<file path="src/core/pio_consts.vh">
// constants for the port 1..3 logic block
// Summary of operation
// - port one never drives pins digitally
// - port one latch resets to all ones
// - zero bit makes pin readable digital input
// - port two one bit: weak pull-up
// - port two zero bit drives low
// - external data access puts address on port two
// - modulator outputs override port two bits five, six outside external data access
// - port two bit seven feeds modulator clock
// - port two carries serial and timer functions
// - port three quasi-bidirectional like port two
// - port three alternate only when latch one
// - port three carries uart, interrupts, timers, strobes
// - read-modify-write reads the latch
// - bit operations rewrite whole latch byte
// - plain reads return sampled pin levels
// - enabled peripheral takes port two pin from general use, port three pin only when latch one
`ifndef PIO_CONSTS_VH
`define PIO_CONSTS_VH
`define PIO_ADDR_P1     8'h90
`define PIO_ADDR_P2     8'ha0
`define PIO_ADDR_P3     8'hb0
`define PIO_LATCH_RESET 8'hff
`define PIO_ZERO8       8'h00
`define PIO_BIT_SCLK    3'h0
`define PIO_BIT_MOSI    3'h1
`define PIO_BIT_MISO    3'h2
`define PIO_BIT_SS      3'h3
`define PIO_BIT_THIRD_TIMER_EXT_CONTROL    3'h4
`define PIO_BIT_MODA    3'h5
`define PIO_BIT_MODB    3'h6
`define PIO_BIT_MODCLK  3'h7
`define PIO_BIT_RXD     3'h0
`define PIO_BIT_TXD     3'h1
`define PIO_BIT_INTA    3'h2
`define PIO_BIT_INTB    3'h3
`define PIO_BIT_TCA     3'h4
`define PIO_BIT_TCB     3'h5
`define PIO_BIT_WR      3'h6
`define PIO_BIT_RD      3'h7
`define PIO_OP_WBYTE    2'h0
`define PIO_OP_WBIT     2'h1
`endif

</file>
<file path="src/core/pio_ports.v">
// port 1..3 latches, pin drivers and alternate-function routing
`timescale 1ns/100ps
`include "pio_consts.vh"
module pio_ports (
   // clock and control
   input  wire       core_clk,
   input  wire       reset,
   input  wire       clk_en,
   // special-function-register access
   input  wire [7:0] sfr_addr,
   input  wire       sfr_wr,
   input  wire [1:0] sfr_wr_op,
   input  wire [2:0] sfr_bit_sel,
   input  wire       sfr_bit_val,
   input  wire [7:0] sfr_wdata,
   input  wire       sfr_rd,
   input  wire       sfr_rd_latch,
   output reg  [7:0] sfr_rdata,
   // port one pins (input only)
   input  wire [7:0] p1_pin_in,
   output reg  [7:0] p1_analog_sel,
   // port two pins
   input  wire [7:0] p2_pin_in,
   output reg  [7:0] p2_pin_out,
   output reg  [7:0] p2_pin_oe,
   output reg  [7:0] p2_pullup_en,
   // port three pins
   input  wire [7:0] p3_pin_in,
   output reg  [7:0] p3_pin_out,
   output reg  [7:0] p3_pin_oe,
   output reg  [7:0] p3_pullup_en,
   // external data memory
   input  wire       xdata_active,
   input  wire [15:0] xdata_addr_hi,
   input  wire       xdata_wr_n,
   input  wire       xdata_rd_n,
   // peripheral enables and outputs
   input  wire       spi_en,
   input  wire       spi_master,
   input  wire       spi_sclk_out,
   input  wire       spi_mosi_out,
   input  wire       spi_miso_out,
   input  wire       modulator_en,
   input  wire       modulator_output_a,
   input  wire       modulator_output_b,
   input  wire       uart_en,
   input  wire       uart_txd_out,
   input  wire       uart_rxd_out,
   input  wire       uart_rxd_oe,
   // peripheral inputs taken from pins
   output reg        serial_periph_clock,
   output reg        spi_mosi_in,
   output reg        spi_miso_in,
   output reg        spi_ss_in,
   output reg        third_timer_clock_in,
   output reg        third_timer_ext_control,
   output reg        modulator_alt_clock_in,
   output reg        uart_rxd_in,
   output reg        ext_interrupt_a,
   output reg        ext_interrupt_b,
   output reg        timer_a_count_in,
   output reg        timer_b_count_in
);

   reg  [7:0] input_port_one_latch;
   reg  [7:0] quasi_port_two_latch;
   reg  [7:0] quasi_port_three_latch;
   reg  [7:0] p1_sample;
   reg  [7:0] p2_sample;
   reg  [7:0] p3_sample;
   reg  [7:0] next_p2_drive;
   reg  [7:0] next_p2_alt;
   reg  [7:0] next_p3_alt;
   reg  [7:0] next_p3_drive;
   reg  [7:0] next_rdata;

   // byte or single-bit update of a latch; bit ops merge into the held byte
   function [7:0] pio_merge;
      input [7:0] old;
      input [1:0] op;
      input [2:0] sel;
      input       val;
      input [7:0] wdata;
      reg   [7:0] tmp;
      begin
         tmp = old;
         if (op == `PIO_OP_WBIT) begin
            tmp[sel] = val;
         end else begin
            tmp = wdata;
         end
         pio_merge = tmp;
      end
   endfunction

   // pin driver: low when drive bit is 0, else pulled up or driven high
   function [7:0] pio_low_oe;
      input [7:0] drive;
      input [7:0] push;
      begin
         pio_low_oe = ~drive | push;
      end
   endfunction

   always @(posedge core_clk) begin
      if (reset) begin
         input_port_one_latch   <= `PIO_LATCH_RESET;
         quasi_port_two_latch   <= `PIO_LATCH_RESET;
         quasi_port_three_latch <= `PIO_LATCH_RESET;
      end else if (clk_en && sfr_wr) begin
         // latches change only on software writes, never on overrides
         case (sfr_addr)
            `PIO_ADDR_P1: begin
               input_port_one_latch <= pio_merge(input_port_one_latch, sfr_wr_op,
                                                 sfr_bit_sel, sfr_bit_val, sfr_wdata);
            end
            `PIO_ADDR_P2: begin
               quasi_port_two_latch <= pio_merge(quasi_port_two_latch, sfr_wr_op,
                                                 sfr_bit_sel, sfr_bit_val, sfr_wdata);
            end
            `PIO_ADDR_P3: begin
               quasi_port_three_latch <= pio_merge(quasi_port_three_latch, sfr_wr_op,
                                                   sfr_bit_sel, sfr_bit_val, sfr_wdata);
            end
            default: begin
            end
         endcase
      end
   end

   // pin samples; digital port one input only where latch is 0
   always @(posedge core_clk) begin
      if (reset) begin
         p1_sample <= `PIO_ZERO8;
         p2_sample <= `PIO_ZERO8;
         p3_sample <= `PIO_ZERO8;
      end else if (clk_en) begin
         p1_sample <= p1_pin_in & ~input_port_one_latch;
         p2_sample <= p2_pin_in;
         p3_sample <= p3_pin_in;
      end
   end

   always @* begin
      // port two: address, then peripherals, then latch
      next_p2_drive = quasi_port_two_latch;
      next_p2_alt   = `PIO_ZERO8;
      if (xdata_active) begin
         next_p2_drive = xdata_addr_hi[15:8];
         next_p2_alt   = ~`PIO_ZERO8;
      end else begin
         if (spi_en) begin
            next_p2_drive[`PIO_BIT_SCLK] = spi_master ? spi_sclk_out : 1'b1;
            next_p2_alt[`PIO_BIT_SCLK]   = spi_master;
            next_p2_drive[`PIO_BIT_MOSI] = spi_master ? spi_mosi_out : 1'b1;
            next_p2_alt[`PIO_BIT_MOSI]   = spi_master;
            next_p2_drive[`PIO_BIT_MISO] = spi_master ? 1'b1 : spi_miso_out;
            next_p2_alt[`PIO_BIT_MISO]   = ~spi_master;
            next_p2_drive[`PIO_BIT_SS]   = 1'b1;
         end
         if (modulator_en) begin
            next_p2_drive[`PIO_BIT_MODA] = modulator_output_a;
            next_p2_drive[`PIO_BIT_MODB] = modulator_output_b;
            next_p2_alt[`PIO_BIT_MODA]   = 1'b1;
            next_p2_alt[`PIO_BIT_MODB]   = 1'b1;
         end
      end
      // port three: alternate gated by latch bit
      next_p3_alt   = `PIO_ZERO8;
      next_p3_drive = ~`PIO_ZERO8;
      if (uart_en) begin
         next_p3_drive[`PIO_BIT_TXD] = uart_txd_out;
         next_p3_alt[`PIO_BIT_TXD]   = 1'b1;
         next_p3_drive[`PIO_BIT_RXD] = uart_rxd_oe ? uart_rxd_out : 1'b1;
         next_p3_alt[`PIO_BIT_RXD]   = uart_rxd_oe;
      end
      if (xdata_active) begin
         next_p3_drive[`PIO_BIT_WR] = xdata_wr_n;
         next_p3_drive[`PIO_BIT_RD] = xdata_rd_n;
         next_p3_alt[`PIO_BIT_WR]   = 1'b1;
         next_p3_alt[`PIO_BIT_RD]   = 1'b1;
      end
      next_p3_drive = next_p3_drive & quasi_port_three_latch;
      next_p3_alt   = next_p3_alt & quasi_port_three_latch;
      // register read: latch for rmw, pins otherwise
      case (sfr_addr)
         `PIO_ADDR_P1: next_rdata = sfr_rd_latch ? input_port_one_latch : p1_sample;
         `PIO_ADDR_P2: next_rdata = sfr_rd_latch ? quasi_port_two_latch : p2_sample;
         `PIO_ADDR_P3: next_rdata = sfr_rd_latch ? quasi_port_three_latch : p3_sample;
         default:      next_rdata = `PIO_ZERO8;
      endcase
   end

   always @(posedge core_clk) begin
      if (reset) begin
         sfr_rdata     <= `PIO_ZERO8;
         p1_analog_sel <= `PIO_LATCH_RESET;
         p2_pin_out    <= `PIO_ZERO8;
         p2_pin_oe     <= `PIO_ZERO8;
         p2_pullup_en  <= `PIO_LATCH_RESET;
         p3_pin_out    <= `PIO_ZERO8;
         p3_pin_oe     <= `PIO_ZERO8;
         p3_pullup_en  <= `PIO_LATCH_RESET;
      end else if (clk_en) begin
         if (sfr_rd) begin
            sfr_rdata <= next_rdata;
         end
         // port one has no output driver at all
         p1_analog_sel <= input_port_one_latch;
         // quasi pins drive only low unless a peripheral or external data access pushes
         p2_pin_out    <= next_p2_drive & next_p2_alt;
         p2_pin_oe     <= pio_low_oe(next_p2_drive, next_p2_alt);
         p2_pullup_en  <= next_p2_drive;
         p3_pin_out    <= next_p3_drive & next_p3_alt;
         p3_pin_oe     <= pio_low_oe(next_p3_drive, next_p3_alt);
         p3_pullup_en  <= next_p3_drive;
      end
   end

   // peripheral inputs from pin samples
   always @(posedge core_clk) begin
      if (reset) begin
         serial_periph_clock     <= 1'b1;
         spi_mosi_in             <= 1'b1;
         spi_miso_in             <= 1'b1;
         spi_ss_in               <= 1'b1;
         third_timer_clock_in    <= 1'b1;
         third_timer_ext_control <= 1'b1;
         modulator_alt_clock_in  <= 1'b1;
         uart_rxd_in             <= 1'b1;
         ext_interrupt_a         <= 1'b1;
         ext_interrupt_b         <= 1'b1;
         timer_a_count_in        <= 1'b1;
         timer_b_count_in        <= 1'b1;
      end else if (clk_en) begin
         serial_periph_clock     <= p2_pin_in[`PIO_BIT_SCLK];
         spi_mosi_in             <= p2_pin_in[`PIO_BIT_MOSI];
         spi_miso_in             <= p2_pin_in[`PIO_BIT_MISO];
         spi_ss_in               <= p2_pin_in[`PIO_BIT_SS];
         third_timer_clock_in    <= p2_pin_in[`PIO_BIT_SS];
         third_timer_ext_control <= p2_pin_in[`PIO_BIT_THIRD_TIMER_EXT_CONTROL];
         modulator_alt_clock_in  <= p2_pin_in[`PIO_BIT_MODCLK];
         uart_rxd_in             <= p3_pin_in[`PIO_BIT_RXD];
         ext_interrupt_a         <= p3_pin_in[`PIO_BIT_INTA];
         ext_interrupt_b         <= p3_pin_in[`PIO_BIT_INTB];
         timer_a_count_in        <= p3_pin_in[`PIO_BIT_TCA];
         timer_b_count_in        <= p3_pin_in[`PIO_BIT_TCB];
      end
   end

endmodule

</file>
<file path="config.mk">
export PLATFORM = sky130hd
export DESIGN_NAME = pio_ports
export DESIGN_NICKNAME = d
export VERILOG_FILES = /design/src/core/pio_ports.v
export VERILOG_INCLUDE_DIRS = /design/src /design/src/core
export SDC_FILE = /design/constraint.sdc
export NUM_CORES = 1
export LEC_CHECK = 0
export ABC_AREA = 1
export BUFFER_PORTS_ARGS = -buffer_cell sky130_fd_sc_hd__buf_2
export CAP_MARGIN = 40
export CORE_MARGIN = 8
export CORE_UTILIZATION = 46
export DETAILED_ROUTE_END_ITERATION = 8
export GPL_TIMING_DRIVEN = 1
export PLACE_DENSITY = 0.78
export SYNTH_ARGS = -nofsm -noshare
export SYNTH_HDL_FRONTEND = slang
export SYNTH_SLANG_ARGS = --single-unit
export TNS_END_PERCENT = 100
</file>
<file path="constraint.sdc">
create_clock -name core_clk -period 1.1 [get_ports core_clk]
set_input_delay 0.11 -clock core_clk [delete_from_list [all_inputs] [get_ports core_clk]]
set_output_delay 0.11 -clock core_clk [all_outputs]
set_load 0.005 [all_outputs]
</file>
* Word-level counts from Yosys, hierarchy flattened
Index checks and enable logic that the tools add are counted.
W data, S select, Z words.
** Operators by class
- $lt $le $gt $ge :: 2
- Bitwise operators :: 11
- Eq/ne operators :: 4
- Multiplexer cells :: 31
- Reduce and logical (&&, ||, !) cells :: 6
** Operators with widths (number)
- $mux W8 :: 6
- $and A8 B8 Y8 :: 5
- $bwmux W8 :: 3
- $eq A8 B8 Y1 const B :: 3
- $not A8 Y8 :: 3
- $pmux W8 S3 :: 1
- $mux W2 :: 8
- $or A8 B8 Y8 :: 2
- $mux W1 :: 8
- $mux W4 :: 2
- $reduce_and A2 Y1 :: 4
- $mux W3 :: 2
- $lt A3 B4 Y1 const B :: 1
- $demux W1 S3 :: 1
- $ge A3 B1 Y1 const B :: 1
- $eq A2 B1 Y1 const B :: 1
- $logic_and A1 B1 Y1 :: 2
- $not A1 Y1 :: 1
** Word-level totals
- Flip-flop bits (word level) :: 123
- Input bits :: 83

* Logic depth before layout (Yosys ltp)
- Depth in word-level cells :: 6
- Mapped depth :: 9

* Worst setup path after synthesis
No wires, ideal clock.
- Path kind :: in2reg
- Start point :: in sfr_addr[0]
- End point :: reg input_port_one_latch[6]
- Arrival time :: 920 ps
- Slack :: 50 ps
- Cell stages on the path :: 9
- Cells stage by stage :: inv_2 -> nand2_1 -> nor2_8 -> nand2_2 -> nor2_4 -> buf_6 -> nand2_1 -> nand2_1 -> nand3_1
** Between the ends
- Cells in the longest elaborated chain, start to end :: 2
** Ends and longest elaborated chain
- from (decl) :: line pio_ports.v:10 : input wire [7:0] sfr_addr,
- $eq A8 B8 Y1 :: line pio_ports.v:112 : case (sfr_addr)
- $reduce_and A2 Y1 (no source line)
- to (signal assigned) :: line pio_ports.v:107 : input_port_one_latch <= `PIO_LATCH_RESET;
- to (signal assigned) :: line pio_ports.v:114 : input_port_one_latch <= pio_merge(input_port_one_latch, sfr_wr_op,
- to (decl) :: line pio_ports.v:65 : reg [7:0] input_port_one_latch;
Every way passes these cells.
A chain may end at the register's enable or synchronous reset.

* Worst setup path after layout
- Start point :: reg p1_sample[4]
- End point :: reg sfr_rdata[4]
** Between the ends
- Cells in the longest elaborated chain, start to end :: 2
** Ends and longest elaborated chain
- from (decl) :: line pio_ports.v:68 : reg [7:0] p1_sample;
- from (signal assigned) :: line pio_ports.v:134 : p1_sample <= `PIO_ZERO8;
- from (signal assigned) :: line pio_ports.v:138 : p1_sample <= p1_pin_in & ~input_port_one_latch;
- $mux W8 :: line pio_ports.v:187 : `PIO_ADDR_P1: next_rdata = sfr_rd_latch ? input_port_one_latch : p1_sample;
- $pmux W8 S3 :: line pio_ports.v:186 : case (sfr_addr)
- to (signal assigned) :: line pio_ports.v:196 : sfr_rdata <= `PIO_ZERO8;
- to (signal assigned) :: line pio_ports.v:206 : sfr_rdata <= next_rdata;
- to (decl) :: line pio_ports.v:18 : output reg [7:0] sfr_rdata,
Every way passes these cells.

==> reports/results.ini <==
[layout]
final_cells=1064
multi_input_area_sq_mm=0.00244
layout_common_cells=226 x nand2_1, 146 x buf_2, 118 x dfxtp_1
antenna_cells=0
syn_to_final_growth_pct=38.1
final_util=0.640
nNetsFinal=991
drive_gt1_frac=0.280
final_common_cell=nand2_1
regArea_sq_mm=0.00238
nFillCells=936

[clock_tree]
numClockSinks=119
cts_max_level=4
clock-root-buffer=clkbuf_16
clock_latency_ps=410
cts_setup_buffers=0
cts_tree=yes
cts_buffer_depth=2
cts_made_buffers=17
path_clk_slew_ps=50

[worst_hold_path]
min_path_type=in2reg

[power_and_ir_drop]
p_seq_frac=0.388
power_leakage_uw=0.00345
internal-power_uw=9090
clkPwrFrac=0.509
p_comb_frac=0.104
max-vdd-ir-drop_mv=1.18
netSwitchingFraction=0.235
p_per_area_mw_per_mm2=1650
switchingPower_uw=2790

[placement]
place_ws_ps=-117
io_buffer_count=146
dp_hpwl_microns=11700
dp_cells=1013
gp_congestion=0.869

[global_routing]
grt_first_pass_wirelength_microns=26100
grt_usage=0.217
grt_pass1_vias=5426
antenna_found_initial=0
grt_overflow=0
grt_start_max_net_pins=48

[floorplan]
die_w_microns=122
initial_core_util=0.464
die_area_sq_mm=0.0150
rows=39
dieHeight_microns=122
io_pins=159
core_sq_mm=0.0112

[run_status]
status=finished clean

[critical_path]
cp.required_ps=1440
end_kind=flip-flop
crit_type=reg2reg
crit_fanout=2
setup.worst_path.start_class=flip-flop
arrival_ps=1380

[synth]
ys_types=28
syn_area_sq_mm=0.00520
ys_warn_count=0
ys_seq_area_frac=0.458
syn_area_per_cell_sq_um=7.26
yosys_register_bits=119
syn_inst=717

[drt]
drtAntennaViolNets=0
drc=0
wl_per_cell_microns=15.3
routed_wl_microns=16300
drt_first_pass_iters=5
viasPerCell=5.15
vias=5477
first_iter_violations=537

[sta]
hold_violations=0
finalClockSkew_ps=7.31
drv_slew=0
setup_viol=0
fin_ws_ps=62.4
fin_crit_sh=0.943
rsz0062_at_grt=no
fmax_mhz=964
period_needed_ps=1040

[run]
max_cap_viol_count=0

power groups by stage:
stage                     Clock, uW  Sequential (uW)  Combinational [uW]
final                          6040             4600                1230
after global routing           6300             4620                1370
after CTS                      6080             4600                1220
after detailed placement          0             4690                1160
after global placement            0             4690                1150
after floorplan                   0             4690                 618
metrics by stage:
stage | power [uW] | hold slack [ps] | cell area [sq um] | TNS (ps)
3_5_place_dp | 5850 | 338 | 6340 | -2610
6_report | 11900 | 8.21 | 7190 | 0
3_3_place_gp | 5830 | 337 | 6340 | -1740
2_1_floorplan | 5310 | 245 | 5210 | 0
4_1_cts | 11900 | 1.44 | 7180 | 0
5_1_grt | 12300 | 18.5 | 7190 | 0
worst max-delay path, cell delays in order, from the launching register on:
cell     delay [ps]
dfxtp_1         310
inv_1            50
o21ai_0         210
nand3_1         140
nand3_1         100
nand2_1          50
a21oi_1         110
sequential cells by signal, summed over array words and instances, names as in the netlist, 4 cells and up:
register	count
quasi_port_three_latch	8
p1_analog_sel	8
p2_sample	8
p3_pullup_en	8
p1_sample	8
quasi_port_two_latch	8
input_port_one_latch	8
p3_pin_out	4
sfr_rdata	8
p3_sample	8
p2_pin_out	8
p3_pin_oe	8
p2_pin_oe	8
p2_pullup_en	8
per-layer routing:
metal | GRT usage | vias to the layer above | part of all wire
met5 | 0 | - | 0
met4 | 0.0899 | 0 | 0.033
met3 | 0.0612 | 44 | 0.078
met2 | 0.361 | 213 | 0.47
met1 | 0.260 | 2470 | 0.42
li1 | - | 2750 | -
worst paths after layout:
path / cells after the start / startpoint / slack, ps / to
worst max-delay path: 6 / p1_sample[4] / 60 / sfr_rdata[4]
worst min-delay path: 3 / p2_pin_in[5] / 8 / p2_sample[5]
worst max register to register: 6 / p1_sample[4] / 60 / sfr_rdata[4]
worst min register to register: 2 / p2_sample[5] / 450 / p2_sample[5]
cell type report:
| cell class | instances | share of cell area |
|---|---|---|
| inverter | 44 | 0.0230 |
| clock buffer | 23 | 0.0679 |
| multi-input combinational | 513 | 0.339 |
| tap | 143 | 0.0249 |
| timing repair buffer | 213 | 0.190 |
| sequential | 119 | 0.332 |
| clock inverter | 9 | 0.0226 |
Yosys cell counts:
cell      count  area share
a211oi_1      8       0.012
a21oi_1      60       0.058
a31oi_1       3      0.0036
and3_1        2      0.0024
buf_1         3      0.0022
buf_2        17       0.016
buf_4         7       0.010
buf_6         3      0.0065
clkbuf_1     14       0.010
conb_1        1     0.00072
dfxtp_1     119        0.46
inv_1        38       0.027
inv_2         6      0.0043
nand2_1     226        0.16
nand2_2       5      0.0060
nand2_4       1      0.0022
nand3_1     107        0.10
nor2_1       17       0.012
nor2_4        8       0.017
nor2_8        1      0.0038
nor3_1        1     0.00096
o211a_1       1      0.0019
o211ai_1      9       0.013
o21a_1        4      0.0058
o21ai_0      41       0.039
o21ai_1       6      0.0058
o21ai_2       8       0.013
or2_2         1      0.0012
what timing repair did:
item                                    4_1_cts  5_1_grt
endpoints found under the hold margin        33        0
endpoints found under the setup margin        0        8
hold buffers                                 19        0
resized for setup                             0        8
cells by family after synthesis:
logic type             Yosys count  share of synthesized area
AND/OR/NAND/NOR                369                      0.312
AO/OA/AOI/OAI                  140                      0.152
flip-flops                     119                      0.458
buffers and inverters           88                     0.0770
other                            1                   0.000721
No activity file was read; power rests on OpenSTA's default activity.
